--- config.mk ---
export PLATFORM = sky130hd
export DESIGN_NAME = rpp_port_stubs
export DESIGN_NICKNAME = d
export VERILOG_FILES = /design/src/hw/rpp_port_stubs.v
export VERILOG_INCLUDE_DIRS = /design/src /design/src/hw
export SDC_FILE = /design/constraint.sdc
export NUM_CORES = 1
export LEC_CHECK = 0
export ABC_CLOCK_PERIOD_IN_PS = 4100
export BUFFER_PORTS_ARGS = -buffer_cell sky130_fd_sc_hd__clkbuf_2
export CORE_UTILIZATION = 51
export CTS_CLUSTER_DIAMETER = 150
export DETAILED_ROUTE_END_ITERATION = 8
export GPL_TIMING_DRIVEN = 0
export PLACE_DENSITY = 0.76
export SYNTH_ARGS = -nofsm -noshare
export SYNTH_HDL_FRONTEND = slang
export SYNTH_SLANG_ARGS = --single-unit
--- constraint.sdc ---
create_clock -name clk_i -period 4.1 [get_ports clk_i]
set_input_delay 0.82 -clock clk_i [delete_from_list [all_inputs] [get_ports clk_i]]
set_output_delay 0.82 -clock clk_i [all_outputs]
set_load 0.1 [all_outputs]
--- src/hw/rpp_regs.vh ---
// register offsets, pin masks, reset values and constants for the reduced-pin port block
// assumes a 32-bit classic wishbone slave with byte addresses on adr[7:0]
`ifndef RPP_REGS_VH
`define RPP_REGS_VH

// word offsets, compared against adr[7:2]
`define RPP_OFF_P0_IN 6'h00
`define RPP_OFF_PORT_FIRST 6'h01
`define RPP_OFF_PORT_LAST 6'h10
`define RPP_OFF_ADC_CTRL 6'h11
`define RPP_OFF_ADC_RESULT 6'h12
`define RPP_OFF_EP_TIMER 6'h13
`define RPP_OFF_EP_CMP_FIRST 6'h14
`define RPP_OFF_EP_CMP_LAST 6'h17
`define RPP_OFF_EP_STATUS 6'h18

// sub-register order inside one port group
`define RPP_SUB_INPUT 2'h0
`define RPP_SUB_LATCH 2'h1
`define RPP_SUB_DIR 2'h2
`define RPP_SUB_MODE 2'h3

// bits that still have logic behind them
`define RPP_P0_TIE_MASK 8'hFC
`define RPP_P1_IMPL 8'h0F
`define RPP_P2_IMPL 8'hD7
`define RPP_P5_IMPL 8'h0D
`define RPP_P6_IMPL 8'hF3

// fixed read value of removed input, latch and direction bits
`define RPP_P1_FIX 8'hF0
`define RPP_P2_FIX 8'h28
`define RPP_P5_FIX 8'h00
`define RPP_P6_FIX 8'h0C
`define RPP_MODE_FIX 8'h00

// reset values of implemented bits
`define RPP_RST_LATCH 8'h00
`define RPP_RST_DIR 8'hFF
`define RPP_RST_MODE 8'h00

// field positions
`define RPP_ADC_CHAN_MSB 2
`define RPP_ADC_START_BIT 3
`define RPP_ADC_DONE_BIT 16
`define RPP_CMP_CONV_BIT 16
`define RPP_CMP_RSTT_BIT 17
`define RPP_HOLD_ACK_BIT 6

`define RPP_ADC_FULL_SCALE 10'h3FF
`define RPP_ADC_TIED_CHANS 3'h2

`endif

--- src/hw/rpp_port_stubs.v ---
// port registers of a reduced-pin controller, with removed pins stubbed out,
// a converter channel front end and four internal compare channels
// assumes synchronous pin inputs and a classic wishbone master on clk_i
`timescale 1ns/1ps
`default_nettype none
`include "rpp_regs.vh"

module rpp_port_stubs (
	input wire clk_i,
	input wire rst_i,
	input wire [7:0] wb_adr_i,
	input wire [31:0] wb_dat_i,
	input wire [3:0] wb_sel_i,
	input wire wb_we_i,
	input wire wb_cyc_i,
	input wire wb_stb_i,
	output reg [31:0] wb_dat_o,
	output reg wb_ack_o,
	input wire [7:0] port0_pin_i,
	input wire [7:0] port1_pin_i,
	input wire [7:0] port2_pin_i,
	input wire [7:0] port5_pin_i,
	input wire [7:0] port6_pin_i,
	output wire [7:0] port1_out_o,
	output wire [7:0] port1_oe_o,
	output wire [7:0] port2_out_o,
	output wire [7:0] port2_oe_o,
	output wire [7:0] port5_out_o,
	output wire [7:0] port5_oe_o,
	output wire [7:0] port6_out_o,
	output wire [7:0] port6_oe_o,
	input wire [9:0] adc_sample_i,
	output reg [2:0] adc_channel_o,
	output reg on_circuit_emulation_mode_o
);

	localparam [31:0] IMPL = {`RPP_P6_IMPL, `RPP_P5_IMPL, `RPP_P2_IMPL, `RPP_P1_IMPL};
	localparam [31:0] FIX = {`RPP_P6_FIX, `RPP_P5_FIX, `RPP_P2_FIX, `RPP_P1_FIX};

	wire [31:0] pin_all;
	assign pin_all = {port6_pin_i, port5_pin_i, port2_pin_i, port1_pin_i};

	// bus decode
	wire req;
	wire wr;
	wire [5:0] idx;
	wire [5:0] pidx;
	wire in_ports;
	wire [1:0] port_sel;
	wire [1:0] sub_sel;
	assign req = wb_cyc_i & wb_stb_i & ~wb_ack_o;
	assign wr = req & wb_we_i;
	assign idx = wb_adr_i[7:2];
	assign pidx = idx - `RPP_OFF_PORT_FIRST;
	assign in_ports = (idx >= `RPP_OFF_PORT_FIRST) && (idx <= `RPP_OFF_PORT_LAST);
	assign port_sel = pidx[3:2];
	assign sub_sel = pidx[1:0];

	// port registers, one group each for ports 1, 2, 5 and 6
	reg [7:0] latch_reg [0:3];
	reg [7:0] dir_reg [0:3];
	reg [7:0] mode_reg [0:3];
	reg [7:0] out_reg [0:3];
	reg [7:0] oe_reg [0:3];
	wire [127:0] port_rd;

	genvar k;
	generate
		for (k = 0; k < 4; k = k + 1) begin : g_port
			wire [7:0] impl;
			wire [7:0] fix;
			wire hit;
			assign impl = IMPL[k*8 +: 8];
			assign fix = FIX[k*8 +: 8];
			assign hit = wr && in_ports && (port_sel == k) && wb_sel_i[0];

			always @(posedge clk_i) begin
				if (rst_i) begin
					latch_reg[k] <= `RPP_RST_LATCH & impl;
					dir_reg[k] <= `RPP_RST_DIR & impl;
					mode_reg[k] <= `RPP_RST_MODE & impl;
					out_reg[k] <= 8'h00;
					oe_reg[k] <= 8'h00;
				end else begin
					// only bits with logic behind them store anything
					if (hit && sub_sel == `RPP_SUB_LATCH) begin
						latch_reg[k] <= wb_dat_i[7:0] & impl;
					end
					if (hit && sub_sel == `RPP_SUB_DIR) begin
						dir_reg[k] <= wb_dat_i[7:0] & impl;
					end
					if (hit && sub_sel == `RPP_SUB_MODE) begin
						mode_reg[k] <= wb_dat_i[7:0] & impl;
					end
					// a pin is driven in port mode with direction cleared; removed pins never drive
					out_reg[k] <= latch_reg[k] & ~mode_reg[k] & impl;
					oe_reg[k] <= ~dir_reg[k] & ~mode_reg[k] & impl;
				end
			end

			// hardwired values merged over the missing bits
			assign port_rd[k*32 + 0 +: 8] = (pin_all[k*8 +: 8] & impl) | (fix & ~impl);
			assign port_rd[k*32 + 8 +: 8] = (latch_reg[k] & impl) | (fix & ~impl);
			assign port_rd[k*32 + 16 +: 8] = (dir_reg[k] & impl) | (fix & ~impl);
			assign port_rd[k*32 + 24 +: 8] = (mode_reg[k] & impl) | (`RPP_MODE_FIX & ~impl);
		end
	endgenerate

	assign port1_out_o = out_reg[0];
	assign port1_oe_o = oe_reg[0];
	assign port2_out_o = out_reg[1];
	assign port2_oe_o = oe_reg[1];
	assign port5_out_o = out_reg[2];
	assign port5_oe_o = oe_reg[2];
	assign port6_out_o = out_reg[3];
	assign port6_oe_o = oe_reg[3];

	// emulation strap, caught in the first cycle after reset releases
	reg in_reset_reg;
	always @(posedge clk_i) begin
		if (rst_i) begin
			in_reset_reg <= 1'b1;
			on_circuit_emulation_mode_o <= 1'b0;
		end else begin
			in_reset_reg <= 1'b0;
			if (in_reset_reg) begin
				on_circuit_emulation_mode_o <= ~port2_pin_i[`RPP_HOLD_ACK_BIT];
			end
		end
	end

	// compare channels 4-7 on a free-running timer, no pins
	reg [15:0] timer_reg;
	reg [15:0] cmp_reg [0:3];
	reg [3:0] conv_en_reg;
	reg [3:0] rstt_en_reg;
	reg [3:0] match_reg;
	wire [15:0] timer_inc;
	wire [3:0] match_now;
	wire [3:0] match_clr;
	assign timer_inc = timer_reg + 16'h0001;

	generate
		for (k = 0; k < 4; k = k + 1) begin : g_cmp
			wire hit;
			// a match needs the timer to count onto the value, not be loaded to it
			assign match_now[k] = (timer_inc == cmp_reg[k]);
			assign hit = wr && (idx == `RPP_OFF_EP_CMP_FIRST + k);
			always @(posedge clk_i) begin
				if (rst_i) begin
					cmp_reg[k] <= 16'hFFFF;
					conv_en_reg[k] <= 1'b0;
					rstt_en_reg[k] <= 1'b0;
				end else if (hit) begin
					if (wb_sel_i[0]) begin
						cmp_reg[k][7:0] <= wb_dat_i[7:0];
					end
					if (wb_sel_i[1]) begin
						cmp_reg[k][15:8] <= wb_dat_i[15:8];
					end
					if (wb_sel_i[2]) begin
						conv_en_reg[k] <= wb_dat_i[`RPP_CMP_CONV_BIT];
						rstt_en_reg[k] <= wb_dat_i[`RPP_CMP_RSTT_BIT];
					end
				end
			end
		end
	endgenerate

	assign match_clr = (wr && idx == `RPP_OFF_EP_STATUS && wb_sel_i[0]) ? wb_dat_i[3:0] : 4'h0;

	always @(posedge clk_i) begin
		if (rst_i) begin
			timer_reg <= 16'h0000;
			match_reg <= 4'h0;
		end else begin
			if (|(match_now & rstt_en_reg)) begin
				timer_reg <= 16'h0000;
			end else begin
				timer_reg <= timer_inc;
			end
			// a new match beats a clear in the same cycle
			match_reg <= (match_reg & ~match_clr) | match_now;
		end
	end

	// converter front end
	reg adc_done_reg;
	reg [9:0] adc_result_reg;
	wire ctrl_wr;
	wire [2:0] chan_eff;
	wire start;
	assign ctrl_wr = wr && (idx == `RPP_OFF_ADC_CTRL) && wb_sel_i[0];
	assign chan_eff = ctrl_wr ? wb_dat_i[`RPP_ADC_CHAN_MSB:0] : adc_channel_o;
	assign start = (ctrl_wr && wb_dat_i[`RPP_ADC_START_BIT]) || |(match_now & conv_en_reg);

	always @(posedge clk_i) begin
		if (rst_i) begin
			adc_channel_o <= 3'h0;
			adc_result_reg <= 10'h000;
			adc_done_reg <= 1'b0;
		end else begin
			if (ctrl_wr) begin
				adc_channel_o <= wb_dat_i[`RPP_ADC_CHAN_MSB:0];
			end
			if (start) begin
				// channels tied to the reference at the multiplexer
				if (chan_eff < `RPP_ADC_TIED_CHANS) begin
					adc_result_reg <= `RPP_ADC_FULL_SCALE;
				end else begin
					adc_result_reg <= adc_sample_i;
				end
				adc_done_reg <= 1'b1;
			end else if (ctrl_wr) begin
				adc_done_reg <= 1'b0;
			end
		end
	end

	// read mux
	reg [31:0] rd_next;
	always @* begin
		rd_next = 32'h0000_0000;
		if (idx == `RPP_OFF_P0_IN) begin
			rd_next[7:0] = port0_pin_i & `RPP_P0_TIE_MASK;
		end else if (in_ports) begin
			rd_next[7:0] = port_rd[{port_sel, sub_sel, 3'b000} +: 8];
		end else if (idx == `RPP_OFF_ADC_CTRL) begin
			rd_next[`RPP_ADC_CHAN_MSB:0] = adc_channel_o;
			rd_next[`RPP_ADC_DONE_BIT] = adc_done_reg;
		end else if (idx == `RPP_OFF_ADC_RESULT) begin
			rd_next[9:0] = adc_result_reg;
		end else if (idx == `RPP_OFF_EP_TIMER) begin
			rd_next[15:0] = timer_reg;
		end else if (idx >= `RPP_OFF_EP_CMP_FIRST && idx <= `RPP_OFF_EP_CMP_LAST) begin
			rd_next[15:0] = cmp_reg[idx[1:0]];
			rd_next[`RPP_CMP_CONV_BIT] = conv_en_reg[idx[1:0]];
			rd_next[`RPP_CMP_RSTT_BIT] = rstt_en_reg[idx[1:0]];
		end else if (idx == `RPP_OFF_EP_STATUS) begin
			rd_next[3:0] = match_reg;
		end
	end

	// one wait state, ack drops the cycle after it rose
	always @(posedge clk_i) begin
		if (rst_i) begin
			wb_ack_o <= 1'b0;
			wb_dat_o <= 32'h0000_0000;
		end else begin
			wb_ack_o <= req;
			if (req && !wb_we_i) begin
				wb_dat_o <= rd_next;
			end else begin
				wb_dat_o <= 32'h0000_0000;
			end
		end
	end

endmodule // rpp_port_stubs
`default_nettype wire

# ---- After elaboration in Yosys (flattened, before gate mapping)
# Memories as Yosys holds them, arrays and structs flattened.
# Cells that the tools add are included.
dict set report totals {
  regBits 77
  latch_bits 0
  ramBits 224
  romBits 0
  inputBits 99
  output_inout_bits 101
  wordCells 280
  n_memories 6
}
# memory depth width rd rd_ports_with_merged_regs write_ports line_no
set mem_list {}
lappend mem_list {cmp_reg 4 16 5 0 4 rpp_port_stubs.v:134} ;# reg [15:0] cmp_reg [0:3];
lappend mem_list {dir_reg 4 8 4 0 4 rpp_port_stubs.v:61} ;# reg [7:0] dir_reg [0:3];
lappend mem_list {latch_reg 4 8 4 0 4 rpp_port_stubs.v:60} ;# reg [7:0] latch_reg [0:3];
lappend mem_list {mode_reg 4 8 4 0 4 rpp_port_stubs.v:62} ;# reg [7:0] mode_reg [0:3];
lappend mem_list {oe_reg 4 8 4 0 4 rpp_port_stubs.v:64} ;# reg [7:0] oe_reg [0:3];
lappend mem_list {out_reg 4 8 4 0 4 rpp_port_stubs.v:63} ;# reg [7:0] out_reg [0:3];
dict set report classes {
  add_sub_neg 2
  n_mul 0
  n_div 0
  order_cmp 6
  eq_ne 18
  shift 1
  n_mux 119
  bitwise_logic 55
  n_reduce_logical 50
}
# operator n
set op_table {}
lappend op_table {{$mux W8} 31}
lappend op_table {{$shiftx A128 B8 Y8} 1}
lappend op_table {{$mux W14} 6}
lappend op_table {{$mux W1} 70}
lappend op_table {{$eq A16 B16 Y1} 4}
lappend op_table {{$eq A6 B5 Y1 const B} 8}
lappend op_table {{$logic_and A1 B1 Y1} 33}
lappend op_table {{$and A8 B8 Y8} 4}
lappend op_table {{$not A8 Y8} 4}
lappend op_table {{$and A4 B4 Y4} 7}
lappend op_table {{$or A1 B1 Y1} 28}
lappend op_table {{$mux W10} 2}
lappend op_table {{$not A4 Y4} 5}
lappend op_table {{$add A16 B1 Y16 const B} 1}
lappend op_table {{$mux W16} 1}
lappend op_table {{$mux W13} 1}
lappend op_table {{$le A6 B5 Y1 const B} 2}
lappend op_table {{$mux W4} 3}
lappend op_table {{$reduce_or A5 Y1} 2}
lappend op_table {{$eq A2 B2 Y1 const B} 4}
lappend op_table {{$reduce_and A2 Y1} 4}
lappend op_table {{$reduce_or A4 Y1} 2}
lappend op_table {{$reduce_or A7 Y1} 1}
lappend op_table {{$ge A6 B1 Y1 const B} 1}
lappend op_table {{19 further kinds} 26}

# ---- Logic depth before layout (Yosys ltp)
dict set report depth {
  word_depth 13
  ltp_mapped 15
}

# ---- Worst setup path before layout
# No wires, ideal clock.
dict set report synth_timing {
  path_type {input port to flip-flop}
  start {input port wb_adr_i[2]}
  end {memory mode_reg[1][0] (enable)}
  setup_ps 318
  t_arrival_ps 3742
  t_required_ps 3782
  path_slack_ps 39
  stages 13
  path_buffers 4
  path_cell_list {buf_2 buf_2 clkbuf_1 inv_1 ha_1 inv_1 or3_1 a221oi_1 nand2_1 nor3_1 clkbuf_1 nand2_1 nand2_1}
}
# element line_no
set synth_lines {}
lappend synth_lines {{start: declaration} rpp_port_stubs.v:11} ;# input wire [7:0] wb_adr_i,
lappend synth_lines {{end: declaration} rpp_port_stubs.v:62}

==> metrics.md <==
| Metric | Value |
|---|---|
| Startpoint Class | primary input |
| Post-synth ARST share | 0 |
| Max-slew violation count | 0 |
| Post-DP HPWL | ~25000 microns |
| Antenna-violating nets left | 0 |
| Worst Skew | 0.0111 ns |
| Placed cell count | 1526 |
| Placed instance area | between 10000 and 15000 sq um |
| Cells after synthesis | 1077 |
| CP Capture Type | register |
| Skew-Pair Late Insertion Delay | 0.54 ns |
| Vias in the first global route | between 8000 and 9000 |
| CTS Hold Bufs | 0 |
| Maximum vdd drop | between 0.3 and 0.4 mV |
| Critical path class | primary input to register |
| Max reg flops | 64 |
| Max cap viols | 0 |
| Ant. Diodes | 0 |
| Worst path arrival time | ~4.2 ns |
| Tmin final | between 3 and 4 ns |
| GP Congestion | 0.959 |
| Design area | 13800 sq um |
| Setup violators final | 0 |
| Warnings, synthesis | 0 |
| Layout Utilization | 0.610 |
| Largest net degree at the start of global routing | 15 |
| FP Rows | 55 |
| DR iter-0 viols | roughly 1100 |
| Mean Syn Cell Area | between 10 and 15 sq um |
| Port bufs | 125 |
| Total chip power | roughly 5.3 mW |
| DP Worst Slack | -1.79 ns |
| Syn-to-layout area delta | 17.7% |
| Die height | around 150 microns |
| Total die area | ~24000 sq um |
| Routed WL per cell | around 21 microns |
| Vias post-DR | between 9000 and 10000 |
| CP Max Fanout | 10 |
| Pleak | approximately 5.2 nW |
| Wire length of the first global-routing pass | roughly 50000 microns |
| CTS H-Tree Depth | 1 |
| TritonCTS Sinks | 222 |
| Yosys cell types | 69 |
| RSZ-0062 raised after global routing | yes |
| Final WL | 33400 microns |
| Critical path depth in cells | 14 |
| Max Buffers Root-to-Sink | 3 |
| Core Region | 22600 sq um |
| Seq cells post-synth | approximately 220 |
| Nets | 1375 |
| Worst slew pin tran | approximately 1.3 ns |
| CTS tree | done |
| Crit path largest cell delay | 0.39 ns |
| Inserted Clock Buffers | 23 |
| DRT Pass-1 Iters | 7 |
| Primary FF master, synth | edfxtp_1 |
| Initial Utilization | 0.518 |
| DRC viols | 0 |
| Slowest CP cell | or3_1 |
| Clk root buf | clkbuf_16 |
| Fmax | 252 MHz |
| Clock-pin slew on the worst setup and hold paths | ~0.060 ns |
| Commonest non-fill, non-tap cells in the layout | clkbuf_2 (132), edfxtp_1 (121), nand2_1 (110), dfxtp_1 (101), or2_2 (76) |
| Initial antenna violation count | 0 |
| Final WS setup | approximately 0.13 ns |
| Post-synthesis sequential area ratio | 0.484 |
| Final count of hold timing violations | 0 |
| R2R depth | 11 |
| Post-DR vias/cell | between 5 and 6 |
| Period Utilization, post-route | 0.968 |
| Hold path depth | 1 |
| Final non-filler cell total | 1571 |
| Gr usage total | 0.283 |
| Gr ovfl total | 0 |
| Worst Hold Class | register to register |
| Critical Path RT | roughly 4.3 ns |
| Number of flops mapped to enable cells by yosys | roughly 120 |
| Post-Synthesis Cell Area | around 12000 sq um |
| # IOs | 200 |
| Cell Pwr Density | just under 400 nW/um^2 |
| Outcome | complete, no violations |
| WP buf/inv | 7 |
| Top delay family on crit path | buffers and inverters |
| Most common cell after layout, fill and taps aside | clkbuf_2 |
| Share of cells above drive strength 1 | 0.298 |
| Max-slew headroom | 0.109 |
| Critical Path, Cell by Cell | clkbuf_2 > clkbuf_4 > buf_4 > clkbuf_4 > inv_1 > ha_2 > inv_1 > or3_1 > a221oi_4 > nand2_2 > nor3_4 > clkbuf_2 > nand2_1 > nand2_1 |
| Die X | about 150 microns |
==> cells by family (layout without fill, tap and decap cells) <==
kind of cell / after synthesis / after routing / synth area share
buf+inv: 132 / 302 / 0.0588
mux: 47 / 47 / 0.0820
other cells: 1 / 40 / 0.000321
flops: 222 / 222 / 0.484
simple gates: 453 / 453 / 0.212
compound gates: 127 / 127 / 0.0774
fa+ha+maj: 7 / 7 / 0.00749
xor+xnor: 88 / 88 / 0.0788
==> per-stage QoR <==
| step | hold slack [ns] | setup TNS [ns] |
|---|---|---|
| final | 0.432 | 0 |
| after global routing | 0.453 | -1.05 |
| after CTS | 0.436 | 0 |
| after detailed placement | 0.428 | -207.21 |
| after global placement | 0.419 | -190.81 |
| after floorplan | 0.405 | 0 |
==> where the power goes <==
part	internal [mW]	switching (mW)	total (mW)
Clock	1.39	0.898	2.29
Sequential	2.38	0.0288	2.41
Combinational	0.170	0.486	0.656
==> layer usage <==
layer | up-vias | share of wire | GRT usage
met5 | - | 0 | 0
met4 | 0 | 0.040 | 0.124
met3 | 92 | 0.11 | 0.0621
met2 | 583 | 0.45 | 0.442
met1 | 4420 | 0.40 | 0.379
li1 | 4202 | - | -
==> Yosys cell counts, types with 5 or more instances <==
library cell | instances | area [sq um]
edfxtp_1 | 121 | 3630
nand2_1 | 113 | 424
dfxtp_1 | 101 | 2020
or2_2 | 76 | 475
nor2_1 | 62 | 233
buf_4 | 48 | 360
clkbuf_1 | 48 | 180
xnor2_1 | 47 | 412
and3_1 | 43 | 269
mux4_2 | 39 | 878
nor3_1 | 38 | 190
nand3_1 | 34 | 170
a21oi_1 | 32 | 160
xor2_1 | 30 | 263
inv_1 | 21 | 78.8
nor3b_1 | 21 | 158
o21ai_0 | 19 | 95.1
o31ai_1 | 14 | 105
a211oi_1 | 11 | 82.6
xnor3_1 | 11 | 248
and4_1 | 10 | 87.6
buf_2 | 10 | 50.1
a21oi_2 | 9 | 78.8
nand4_1 | 9 | 56.3
nor2b_1 | 9 | 56.3
a222oi_1 | 8 | 80.1
mux2i_1 | 8 | 80.1
nand2b_1 | 8 | 50.1
ha_1 | 7 | 87.6
nor4_1 | 7 | 43.8
a31oi_1 | 6 | 37.5
buf_1 | 5 | 18.8
==> worst reg2reg max path, cell delays in order (launching register included) <==
cell and delay, ns:
dfxtp_1 0.51, ha_1 0.36, nand4_2 0.24, buf_2 0.28, nor2_2 0.38, o22ai_1 0.12
a2111oi_0 0.30, nand4_1 0.28, nor3_1 0.40, a221o_2 0.38, buf_4 0.25, nor2_1 0.07
==> worst paths after layout <==
check                                    from                            to  slack (ns)
setup / recovery                  wb_adr_i[2]  mode_reg[3][7]$_SDFFCE_PN0P_        0.13
hold / removal    dir_reg[0][3]$_SDFFCE_PN1P_       oe_reg[0][3]$_SDFF_PP0_        0.43
setup reg to reg      timer_reg[1]$_SDFF_PP0_      timer_reg[14]$_SDFF_PP0_        0.37
hold reg to reg   dir_reg[0][3]$_SDFFCE_PN1P_       oe_reg[0][3]$_SDFF_PP0_        0.43
==> layout make-up <==
type / count / area (sq um)
buffer: 110 / 624
clock buffer: 30 / 657
clock inverter: 12 / 175
fill: 1868 / 8800
inverter: 21 / 78.8
multi-input combinational: 762 / 5570
sequential: 222 / 5660
tap: 285 / 357
timing repair buffer: 129 / 656
==> repair_timing <==
action	CTS	global route
pin swaps	1	1
setup endpoints to repair	148	87
resized for setup	16	15
buffers inserted	1	3
Power figures use the tool's default switching activity.
